==> src/design/bps_defines.svh <==
// Constants of the backup power sequencer: timing, offsets, fields and reset values.
`ifndef BPS_DEFINES_SVH
`define BPS_DEFINES_SVH
// ----------------------------------------------------------------
// Timing
// ----------------------------------------------------------------
`define BPS_CLK_MHZ 200
`define BPS_TICK_US 1000
`define BPS_TICK_CYCLES (`BPS_TICK_US * `BPS_CLK_MHZ)
`define BPS_BACKUP_MS 17'd120000
`define BPS_MIN_CHARGE_MS 17'd10000
`define BPS_LOSS_MIN_MS 12'd50
`define BPS_LOSS_MAX_MS 12'd3000
`define BPS_LOSS_DEF_MS 12'd250
// ----------------------------------------------------------------
// Register byte offsets
// ----------------------------------------------------------------
`define BPS_OFS_LOSS_POS 8'h00
`define BPS_OFS_LOSS_TIME 8'h04
`define BPS_OFS_STATUS 8'h08
`define BPS_OFS_FAULT 8'h0c
// ----------------------------------------------------------------
// Fields and reset values
// ----------------------------------------------------------------
`define BPS_POS_RESET 8'h00
`define BPS_FLT_CHARGING 0
`define BPS_FLT_NO_INPUT 1
`define BPS_FLT_BACKUP 2
`define BPS_FLT_DISABLED 3
`define BPS_FLT_W 4
`define BPS_ST_STATE_LSB 0
`define BPS_ST_POWER 4
`define BPS_ST_CELL 5
`define BPS_ST_SWITCH 6
`define BPS_ST_STATUS 7
`endif

==> src/design/bps_pkg.sv <==
// Types shared by the backup power sequencer files.
package bps_pkg;
  // Sequencer states.
  typedef enum logic [2:0] {
    BPS_WAIT,
    BPS_CHARGING,
    BPS_READY,
    BPS_QUALIFY,
    BPS_BACKUP,
    BPS_SHUTDOWN
  } bps_state_t;

  // Avalon-MM request from the master.
  typedef struct packed {
    logic read;
    logic write;
    logic [7:0] address;
    logic [3:0] byteenable;
    logic [31:0] writedata;
  } bps_avs_req_t;

  // Drive towards the actuator board.
  typedef struct packed {
    logic charge_en;
    logic pass_en;
    logic backup_en;
    logic override_en;
    logic [7:0] override_pos;
  } bps_act_t;
endpackage

==> src/design/bps_timer.sv <==
// Saturating millisecond timer held at zero while cleared.
`timescale 1ns/1ps
module bps_timer #(
  parameter int W = 17
) (
  // Clock and reset.
  input wire logic clk,
  input wire logic reset_n,
  // Control.
  input wire logic tick,
  input wire logic clear,
  // Elapsed ticks.
  output logic [W-1:0] count
);
  logic [W-1:0] next_count;

  // Count ticks, stop at the top so a long stay never wraps.
  always_comb
  begin
    next_count = count;
    if (clear)
      next_count = '0;
    else if (tick && count != {W{1'b1}})
      next_count = count + 1'b1;
  end

  // Register the count.
  always_ff @(posedge clk or negedge reset_n)
  begin
    if (!reset_n)
      count <= '0;
    else
      count <= next_count;
  end
endmodule

==> src/design/bps_sticky.sv <==
// Sticky flag bank, write one to clear, a set wins over a clear.
`timescale 1ns/1ps
module bps_sticky #(
  parameter int W = 4
) (
  // Clock and reset.
  input wire logic clk,
  input wire logic reset_n,
  // Events and software clear.
  input wire logic [W-1:0] set,
  input wire logic clear_we,
  input wire logic [W-1:0] clear_mask,
  // Flags.
  output logic [W-1:0] flags
);
  logic [W-1:0] next_flags;

  // Clear the masked bits, then let any event set them again.
  always_comb
  begin
    next_flags = flags;
    if (clear_we)
      next_flags = flags & ~clear_mask;
    next_flags = next_flags | set;
  end

  // Register the flags.
  always_ff @(posedge clk or negedge reset_n)
  begin
    if (!reset_n)
      flags <= '0;
    else
      flags <= next_flags;
  end
endmodule

==> src/design/bps_sequencer.sv <==
// Backup power sequencer: charge, pass-through, loss qualification, backup and shutdown.
`timescale 1ns/1ps
`include "bps_defines.svh"
module bps_sequencer #(
  parameter int unsigned TICK_CYCLES = `BPS_TICK_CYCLES
) (
  // Clock and reset.
  input wire logic clk,
  input wire logic reset_n,
  // Register bus.
  input wire bps_pkg::bps_avs_req_t avs_req,
  output logic [31:0] avs_readdata,
  output logic avs_waitrequest,
  // Power monitor and switch.
  input wire logic power_valid,
  input wire logic cell_full,
  input wire logic enable_switch,
  // Actuator side and status contact.
  output bps_pkg::bps_act_t act,
  output logic status_on
);
  import bps_pkg::*;

  // ----------------------------------------------------------------
  // Millisecond tick
  // ----------------------------------------------------------------
  localparam logic [17:0] TICK_LAST = 18'(TICK_CYCLES - 1);
  logic [17:0] presc;
  logic [17:0] next_presc;
  logic tick;

  // Divide the clock down to one tick per millisecond.
  always_comb
  begin
    tick = (presc == TICK_LAST);
    next_presc = tick ? 18'h0 : presc + 18'h1;
  end

  // Register the prescaler.
  always_ff @(posedge clk or negedge reset_n)
  begin
    if (!reset_n)
      presc <= 18'h0;
    else
      presc <= next_presc;
  end

  // ----------------------------------------------------------------
  // Timers
  // ----------------------------------------------------------------
  bps_state_t state;
  bps_state_t next_state;
  logic [16:0] chg_ms;
  logic [16:0] loss_ms;
  logic [16:0] bk_ms;
  logic [11:0] loss_cfg;
  logic [7:0] loss_pos;
  logic min_done;
  logic loss_done;
  logic bk_done;

  bps_timer #(.W(17)) u_chg_timer (
    .clk(clk),
    .reset_n(reset_n),
    .tick(tick),
    .clear(state != BPS_CHARGING),
    .count(chg_ms)
  );

  // Restarted from zero on every entry into qualification.
  bps_timer #(.W(17)) u_loss_timer (
    .clk(clk),
    .reset_n(reset_n),
    .tick(tick),
    .clear(state != BPS_QUALIFY),
    .count(loss_ms)
  );

  bps_timer #(.W(17)) u_bk_timer (
    .clk(clk),
    .reset_n(reset_n),
    .tick(tick),
    .clear(state != BPS_BACKUP),
    .count(bk_ms)
  );

  // Compare elapsed times with their limits.
  assign min_done = (chg_ms >= `BPS_MIN_CHARGE_MS);
  assign loss_done = (loss_ms >= {5'h00, loss_cfg});
  assign bk_done = (bk_ms >= `BPS_BACKUP_MS);

  // ----------------------------------------------------------------
  // Sequencer
  // ----------------------------------------------------------------
  bps_act_t next_act;
  logic next_status_on;
  logic [`BPS_FLT_W-1:0] fault_set;
  logic [`BPS_FLT_W-1:0] fault_flags;

  // Next state, actuator drive, status contact and fault causes.
  always_comb
  begin
    next_state = state;
    unique case (state)
      BPS_WAIT:
        if (power_valid)
          next_state = BPS_CHARGING;
      BPS_CHARGING:
        if (!power_valid)
          next_state = BPS_WAIT;
        else if (cell_full && min_done)
          next_state = BPS_READY;
      BPS_READY:
        if (!power_valid)
          next_state = enable_switch ? BPS_QUALIFY : BPS_WAIT;
      BPS_QUALIFY:
        if (power_valid)
          next_state = BPS_READY;
        else if (!enable_switch)
          next_state = BPS_WAIT;
        else if (loss_done)
          next_state = BPS_BACKUP;
      BPS_BACKUP:
        if (bk_done)
          next_state = BPS_SHUTDOWN;
      BPS_SHUTDOWN:
        if (power_valid)
          next_state = BPS_CHARGING;
    endcase
    next_act.charge_en = power_valid && (next_state == BPS_CHARGING ||
      next_state == BPS_READY || next_state == BPS_QUALIFY);
    next_act.pass_en = (next_state == BPS_READY) || (next_state == BPS_QUALIFY);
    next_act.backup_en = (next_state == BPS_BACKUP);
    next_act.override_en = (next_state == BPS_BACKUP);
    next_act.override_pos = loss_pos;
    next_status_on = (next_state == BPS_READY) && enable_switch;
    fault_set = '0;
    fault_set[`BPS_FLT_CHARGING] = (next_state == BPS_CHARGING);
    fault_set[`BPS_FLT_NO_INPUT] = (next_state == BPS_WAIT) || (next_state == BPS_SHUTDOWN);
    fault_set[`BPS_FLT_BACKUP] = (next_state == BPS_QUALIFY) || (next_state == BPS_BACKUP);
    fault_set[`BPS_FLT_DISABLED] = !enable_switch && !next_status_on;
  end

  // Register state and outputs.
  always_ff @(posedge clk or negedge reset_n)
  begin
    if (!reset_n)
    begin
      state <= BPS_WAIT;
      act <= '0;
      status_on <= 1'b0;
    end
    else
    begin
      state <= next_state;
      act <= next_act;
      status_on <= next_status_on;
    end
  end

  // ----------------------------------------------------------------
  // Register bus slave
  // ----------------------------------------------------------------
  logic ack;
  logic next_ack;
  logic wr_fire;
  logic [31:0] next_readdata;
  logic [31:0] rd_mux;
  logic [31:0] be_mask;
  logic [31:0] loss_word;
  logic [11:0] next_loss_cfg;
  logic [7:0] next_loss_pos;

  // Wait one cycle, then release the request with data in place.
  assign avs_waitrequest = (avs_req.read || avs_req.write) && !ack;
  assign wr_fire = avs_req.write && ack;

  // Decode, read mux and register writes.
  always_comb
  begin
    be_mask = {{8{avs_req.byteenable[3]}}, {8{avs_req.byteenable[2]}},
      {8{avs_req.byteenable[1]}}, {8{avs_req.byteenable[0]}}};
    loss_word = ({20'h0, loss_cfg} & ~be_mask) | (avs_req.writedata & be_mask);
    next_ack = (avs_req.read || avs_req.write) && !ack;
    next_loss_cfg = loss_cfg;
    next_loss_pos = loss_pos;
    rd_mux = 32'h0;
    unique case (avs_req.address)
      `BPS_OFS_LOSS_POS: rd_mux = {24'h0, loss_pos};
      `BPS_OFS_LOSS_TIME: rd_mux = {20'h0, loss_cfg};
      `BPS_OFS_STATUS:
      begin
        rd_mux[`BPS_ST_STATE_LSB +: 3] = state;
        rd_mux[`BPS_ST_POWER] = power_valid;
        rd_mux[`BPS_ST_CELL] = cell_full;
        rd_mux[`BPS_ST_SWITCH] = enable_switch;
        rd_mux[`BPS_ST_STATUS] = status_on;
      end
      `BPS_OFS_FAULT: rd_mux = {28'h0, fault_flags};
      default: rd_mux = 32'h0;
    endcase
    next_readdata = (avs_req.read && !ack) ? rd_mux : avs_readdata;
    if (wr_fire && avs_req.address == `BPS_OFS_LOSS_POS && avs_req.byteenable[0])
      next_loss_pos = avs_req.writedata[7:0];
    if (wr_fire && avs_req.address == `BPS_OFS_LOSS_TIME)
    begin
      // Values outside the range are clamped to its ends.
      if (loss_word > {20'h0, `BPS_LOSS_MAX_MS})
        next_loss_cfg = `BPS_LOSS_MAX_MS;
      else if (loss_word < {20'h0, `BPS_LOSS_MIN_MS})
        next_loss_cfg = `BPS_LOSS_MIN_MS;
      else
        next_loss_cfg = loss_word[11:0];
    end
  end

  // Register bus state and configuration.
  always_ff @(posedge clk or negedge reset_n)
  begin
    if (!reset_n)
    begin
      ack <= 1'b0;
      avs_readdata <= 32'h0;
      loss_cfg <= `BPS_LOSS_DEF_MS;
      loss_pos <= `BPS_POS_RESET;
    end
    else
    begin
      ack <= next_ack;
      avs_readdata <= next_readdata;
      loss_cfg <= next_loss_cfg;
      loss_pos <= next_loss_pos;
    end
  end

  // Fault flags, cleared by writing ones.
  bps_sticky #(.W(`BPS_FLT_W)) u_faults (
    .clk(clk),
    .reset_n(reset_n),
    .set(fault_set),
    .clear_we(wr_fire && avs_req.address == `BPS_OFS_FAULT && avs_req.byteenable[0]),
    .clear_mask(avs_req.writedata[`BPS_FLT_W-1:0]),
    .flags(fault_flags)
  );
endmodule

==> config.mk <==
export PLATFORM = sky130hd
export DESIGN_NAME = bps_sequencer
export DESIGN_NICKNAME = d
export VERILOG_FILES = /design/src/design/bps_pkg.sv /design/src/design/bps_timer.sv /design/src/design/bps_sticky.sv /design/src/design/bps_sequencer.sv
export VERILOG_INCLUDE_DIRS = /design/src /design/src/design
export SDC_FILE = /design/constraint.sdc
export NUM_CORES = 1
export LEC_CHECK = 0
export BUFFER_PORTS_ARGS = -buffer_cell sky130_fd_sc_hd__buf_2
export CORE_AREA = 2 2 131 133
export CTS_CLUSTER_SIZE = 28
export DETAILED_ROUTE_END_ITERATION = 7
export DIE_AREA = 0 0 133 135
export GPL_TIMING_DRIVEN = 0
export HOLD_SLACK_MARGIN = 0.02
export PLACE_DENSITY = 0.62
export SLEW_MARGIN = 0
export SYNTH_ARGS = -nofsm -noshare
export SYNTH_HDL_FRONTEND = slang
export SYNTH_HIERARCHICAL = 1
export SYNTH_SLANG_ARGS = --single-unit
==> constraint.sdc <==
create_clock -name clk -period 4.25 [get_ports clk]
set_input_delay 1.0625 -clock clk [delete_from_list [all_inputs] [get_ports clk]]
set_output_delay 1.0625 -clock clk [all_outputs]
set_load 0.1 [all_outputs]
# Word level (Yosys, flattened, before mapping)
# Cells that the tools add are included.
# W data, S select, Z words.
[classes] n_addsub=4 n_lt_le_gt_ge=5 eq_ne=20 muxes=24 n_bitwise=7 reduce_logical=31
[op_table] op="$mux W17" count=6
[op_table] op="$add A17 B1 Y17 const B" count=3
[op_table] op="$ne A17 B17 Y1 const B" count=3
[op_table] op="$and A12 B32 Y32" count=1
[op_table] op="$and A32 B32 Y32" count=1
[op_table] op="$gt A32 B12 Y1 const B" count=1
[op_table] op="$lt A32 B6 Y1 const B" count=1
[op_table] op="$not A32 Y32" count=1
[op_table] op="$or A32 B32 Y32" count=1
[op_table] op="$mux W12" count=2
[op_table] op="$mux W3" count=8
[op_table] op="$add A18 B1 Y18 const B" count=1
[op_table] op="$eq A18 B18 Y1 const B" count=1
[op_table] op="$mux W18" count=1
[op_table] op="$ge A17 B12 Y1" count=1
[op_table] op="$ge A17 B14 Y1 const B" count=1
[op_table] op="$ge A17 B17 Y1 const B" count=1
[op_table] op="$eq A8 B4 Y1 const B" count=2
[op_table] op="$logic_and A1 B1 Y1" count=15
[op_table] op="$pmux W3 S5" count=1
[op_table] op="$eq A3 B2 Y1 const B" count=4
[op_table] op="$eq A3 B3 Y1 const B" count=4
[op_table] op="$pmux W3 S4" count=1
[op_table] op="$pmux W4 S3" count=1
[op_table] op="17 further kinds" count=29
[word_totals] reg_bits=141 input_bits=51 out_inout_bits=46 elab_cells=106

# Logic depth before layout (Yosys ltp)
[depth] word_depth=10 ltp_mapped=10 mapped_depth_nobuf=10

# Hierarchy
# The synthesis kept the hierarchy.
[modules_own_cells] module="bps_sequencer" instances=1 cells_each=374 area_each_um2=3747.3 seq_area_each_um2=1659.1
[modules_own_cells] module="bps_timer" instances=3 cells_each=91 area_each_um2=872.1 seq_area_each_um2=425.4
[modules_own_cells] module="bps_sticky" instances=1 cells_each=12 area_each_um2=145.1 seq_area_each_um2=100.1

# Least setup slack after synthesis
# No wires, ideal clock.
[synth_timing] path_kind="input to output" from="in avs_req[45] (netlist bit)" to="out avs_waitrequest" arrival_time_ns=2.374 required_ns=3.188 slack_ns=0.813 path_stages=2 n_path_buf=0 path_cell_list="nor2_1 -> nor2_1"
[synth_via] elab_chain_cells=2
[synth_lines] item="start: declaration" line="bps_sequencer.sv:11" rtl="input wire bps_pkg::bps_avs_req_t avs_req,"
[synth_lines] item="$logic_or A1 B1 Y1" line="bps_sequencer.sv:175" rtl="assign avs_waitrequest = (avs_req.read || avs_req.write) && !ack;"
[synth_lines] item="$logic_and A1 B1 Y1" line="bps_sequencer.sv:175"
[synth_lines] item="end: declaration" line="bps_sequencer.sv:13" rtl="output logic avs_waitrequest,"
# No other way between the ends.

# Final worst setup path
[layout_timing] from="reg presc[13]" to="reg u_bk_timer.count[14]"
[layout_via] elab_chain_cells=3
[layout_lines] item="start: declaration" line="bps_sequencer.sv:28" rtl="logic [17:0] presc;"
[layout_lines] item="start signal: assignment" line="bps_sequencer.sv:45" rtl="presc <= next_presc;"
[layout_lines] item="$eq A18 B18 Y1" line="bps_sequencer.sv:35" rtl="tick = (presc == TICK_LAST);"
[layout_lines] item="via tick" line="bps_sequencer.sv:30" rtl="logic tick;"
[layout_lines] item="$logic_and A1 B1 Y1" line="bps_timer.sv:23" rtl="else if (tick && count != {W{1'b1}})"
[layout_lines] item="$reduce_bool A2 Y1 (no source line)"
[layout_lines] item="end signal: assignment" line="bps_timer.sv:33" rtl="count <= next_count;"
[layout_lines] item="end: declaration" line="bps_timer.sv:13" rtl="output logic [W-1:0] count"
# The timed path passes the listed nets, and every way through them passes these cells.
# A chain may end at the register's enable or synchronous reset.

==> flow_summary.toml <==
[worst_setup_path]
crit_family = "simple AND/OR/NAND/NOR gates"
path_cells = "or4b_2 -> nor4_1 -> clkbuf_1 -> nor2b_1 -> nand2b_1 -> or3_1 -> a21oi_1"
worstSetupPathType = "reg -> reg"
critPathLaunchType = "register"
worst_path_largest_cell_delay_ps = 710
r2r_setup_slack_ps = 1010
cp-end-kind = "register"
crit_buf_inv = 1
cp.arrival_ps = 3570
cp_max_fo = 21
slowest_stage = "clkbuf_1"
cp_data_required_time_ps = 4580

[floorplan]
die_w_um = 133
dieArea_um2 = 17960
die_h_um = 135
rows = 47
ios = 97
core-area_um2 = 16410
start_util = 0.3967

[grt]
antenna_found_initial = 0
grt_pass1_vias = 4898
globalRouteOverflowTotal = 0
grt_pass1_wl_mm = 23.57
track_usage = 0.1644
grt_max_degree = 86

[detailed_routing]
drt-vias-per-instance = 5.027
vias = 5057
wl_per_cell_um = 14.09
finalWirelength_mm = 14.18
drtIter0Drc = 245
firstDrtPassIters = 4
post-route-drc-count = 0
drtAntennaViolNets = 0

[layout]
areaGrowthSynthToFinish_pct = 21.99
num_antenna_cells = 0
final_util = 0.4839
stdcell_count = 1006
fin_area_um2 = 7940
drive_gt1_frac = 0.2176
nNetsFinal = 843

[cts]
cts_hold_buf = 0
clkSlewWorstSetupHoldPaths_ps = 50
cts_sinks = 121
clk_latency_ps = 410
cts-root-buf = "clkbuf_16"
cts_tree = "done"
ctsResizeCount = 0
cts_made_buffers = 17
cts_max_level = 4
clock_path_buffers = 2
postCtsSetupBuffers = 0

[pwr]
p_leak_uw = 0.003581
p_per_area_nw_per_um2 = 383.4
ir_drop_mv = 0.2665

[synth]
synth_cell_types = 72
ys_ff_latch = 121
synth-edff-count = 0
syn_area_um2 = 6509
async_reset_ff_frac = 1.000
synth_cells = 659
synthTopCellsByArea = "dfrtp_1 44%, nor2_1 4.2%, xnor2_1 4.2%"
yosys.area.top_type = "dfrtp_1"
syn_area_per_cell_um2 = 9.877
synth-warning-count = 6
yosysMostFrequentCell = "dfrtp_1"
yosysSeqAreaShare = 0.4664
synth.top_cell.area_share = 0.4421
synthFlopType = "dfrtp_1"
synth_top_cells_by_count = "115 x dfrtp_1, 73 x nor2_1, 64 x nand2_1"

[placement]
port_buffers = 75
gp_congestion = 0.7547
dp_cells = 974
place_area_um2 = 7264
dp_hpwl_mm = 10.30

[worst_hold_path]
hold_path_class = "reg -> reg"

[job]
cap_violations = 0

[status]
status = "finished clean"

[timing]
setup_viol = 0
skew_ps = 10.05
fin_tns_setup_ps = 0
finalCritPeriodShare = 0.7613
tightest_slew_ps = 883.0
fmax_mhz = 309.1
rsz0062_at_grt = "no"
post-route-min-period_ps = 3235
slew-limit-headroom = 0.4114
hold_viol_final = 0
maxSlewViolCount = 0
## worst paths after layout
| check | from | end | depth (start not counted) |
|---|---|---|---|
| max | presc[13] | u_bk_timer/count[14] | 7 |
| max in group asynchronous | reset_n | loss_cfg[4] | 2 |
| min in group asynchronous | reset_n | avs_readdata[11] | 1 |
| min reg2reg | loss_pos[6] | act[6] | 0 |
| min | loss_pos[6] | act[6] | 0 |
| max reg2reg | presc[13] | u_bk_timer/count[14] | 7 |
## final cells by class
| type | instances | area, µm² |
|---|---|---|
| Fill cell | 1556 | 8467 |
| Multi-Input combinational cell | 493 | 3206 |
| Sequential cell | 121 | 3035 |
| Clock buffer | 25 | 515.5 |
| Timing Repair Buffer | 76 | 409.1 |
| Tap cell | 220 | 275.3 |
| Buffer | 41 | 252.7 |
| Clock inverter | 7 | 160.2 |
| Inverter | 23 | 86.33 |
## cell families (layout without fill, tap and decap cells)
family | count (synthesis) | count (layout) | share of synthesized area
flip-flops | 121 | 121 | 0.4664
multiplexers | 17 | 17 | 0.03306
AND/OR/NAND/NOR | 286 | 286 | 0.2351
adder cells (fa/ha/maj) | 19 | 19 | 0.03652
other | 1 | 20 | 0.0005761
buffers and inverters | 64 | 172 | 0.05209
AO/OA/AOI/OAI | 99 | 99 | 0.1063
XOR/XNOR | 52 | 52 | 0.06997
## sequential cells by signal, indices dropped and copies added (netlist names)
| name | count |
|---|---|
| state | 3 |
| u_loss_timer/count | 17 |
| status_on | 1 |
| act | 11 |
| ack | 1 |
| u_faults/flags | 4 |
| u_bk_timer/count | 17 |
| avs_readdata | 12 |
| loss_pos | 8 |
| loss_cfg | 12 |
| presc | 18 |
| u_chg_timer/count | 17 |
## where the power goes
group | switching [µW] | internal, µW | leakage [µW]
Combinational | 189 | 63.7 | 0.00162
Sequential | 6.12 | 1160 | 0.00162
Clock | 490 | 1130 | 0.000333
## per-layer routing
| metal | vias up | global-route usage | wire length, µm |
|---|---|---|---|
| met3 | 11 | 0.03754 | 533 |
| met1 | 2412 | 0.2088 | 6559 |
| met2 | 108 | 0.2660 | 6855 |
| met5 | - | 0 | 0 |
| met4 | 0 | 0.08065 | 230 |
| li1 | 2526 | - | - |
## cell usage in the layout (no fill, tap or decap), types with 4 or more instances in the layout
master	Yosys	layout
a21o_1	8	8
nor2_1	73	73
nand4_1	16	16
nand3_1	27	27
dfrtp_1	115	115
or4_1	5	5
a22o_1	10	10
clkbuf_8	0	6
nor3_1	21	21
mux2_2	6	6
a21oi_1	25	25
xor2_1	21	21
xnor2_1	31	31
nor4_1	18	18
conb_1	1	20
nand2b_1	9	9
inv_1	23	23
nor2b_1	8	8
nand2_1	64	64
clkbuf_16	0	17
bufinv_16	0	5
clkbuf_1	10	12
buf_2	1	75
and3_1	5	5
buf_1	4	4
buf_4	24	24
o21ai_0	25	25
dfstp_2	6	6
or3_1	10	10
mux2i_1	8	8
ha_1	19	19
## per-stage QoR
stage | setup slack, ps | hold WS (ps) | power [µW]
after floorplan | 813.4 | 364.5 | 1363
after global placement | 527.5 | 379.7 | 1438
after detailed placement | 975.2 | 382.3 | 1442
after CTS | 928.8 | 399.3 | 3083
after global routing | 616.4 | 415.5 | 3149
final | 1015 | 397.6 | 3044
(Power assumes the default switching activity.)
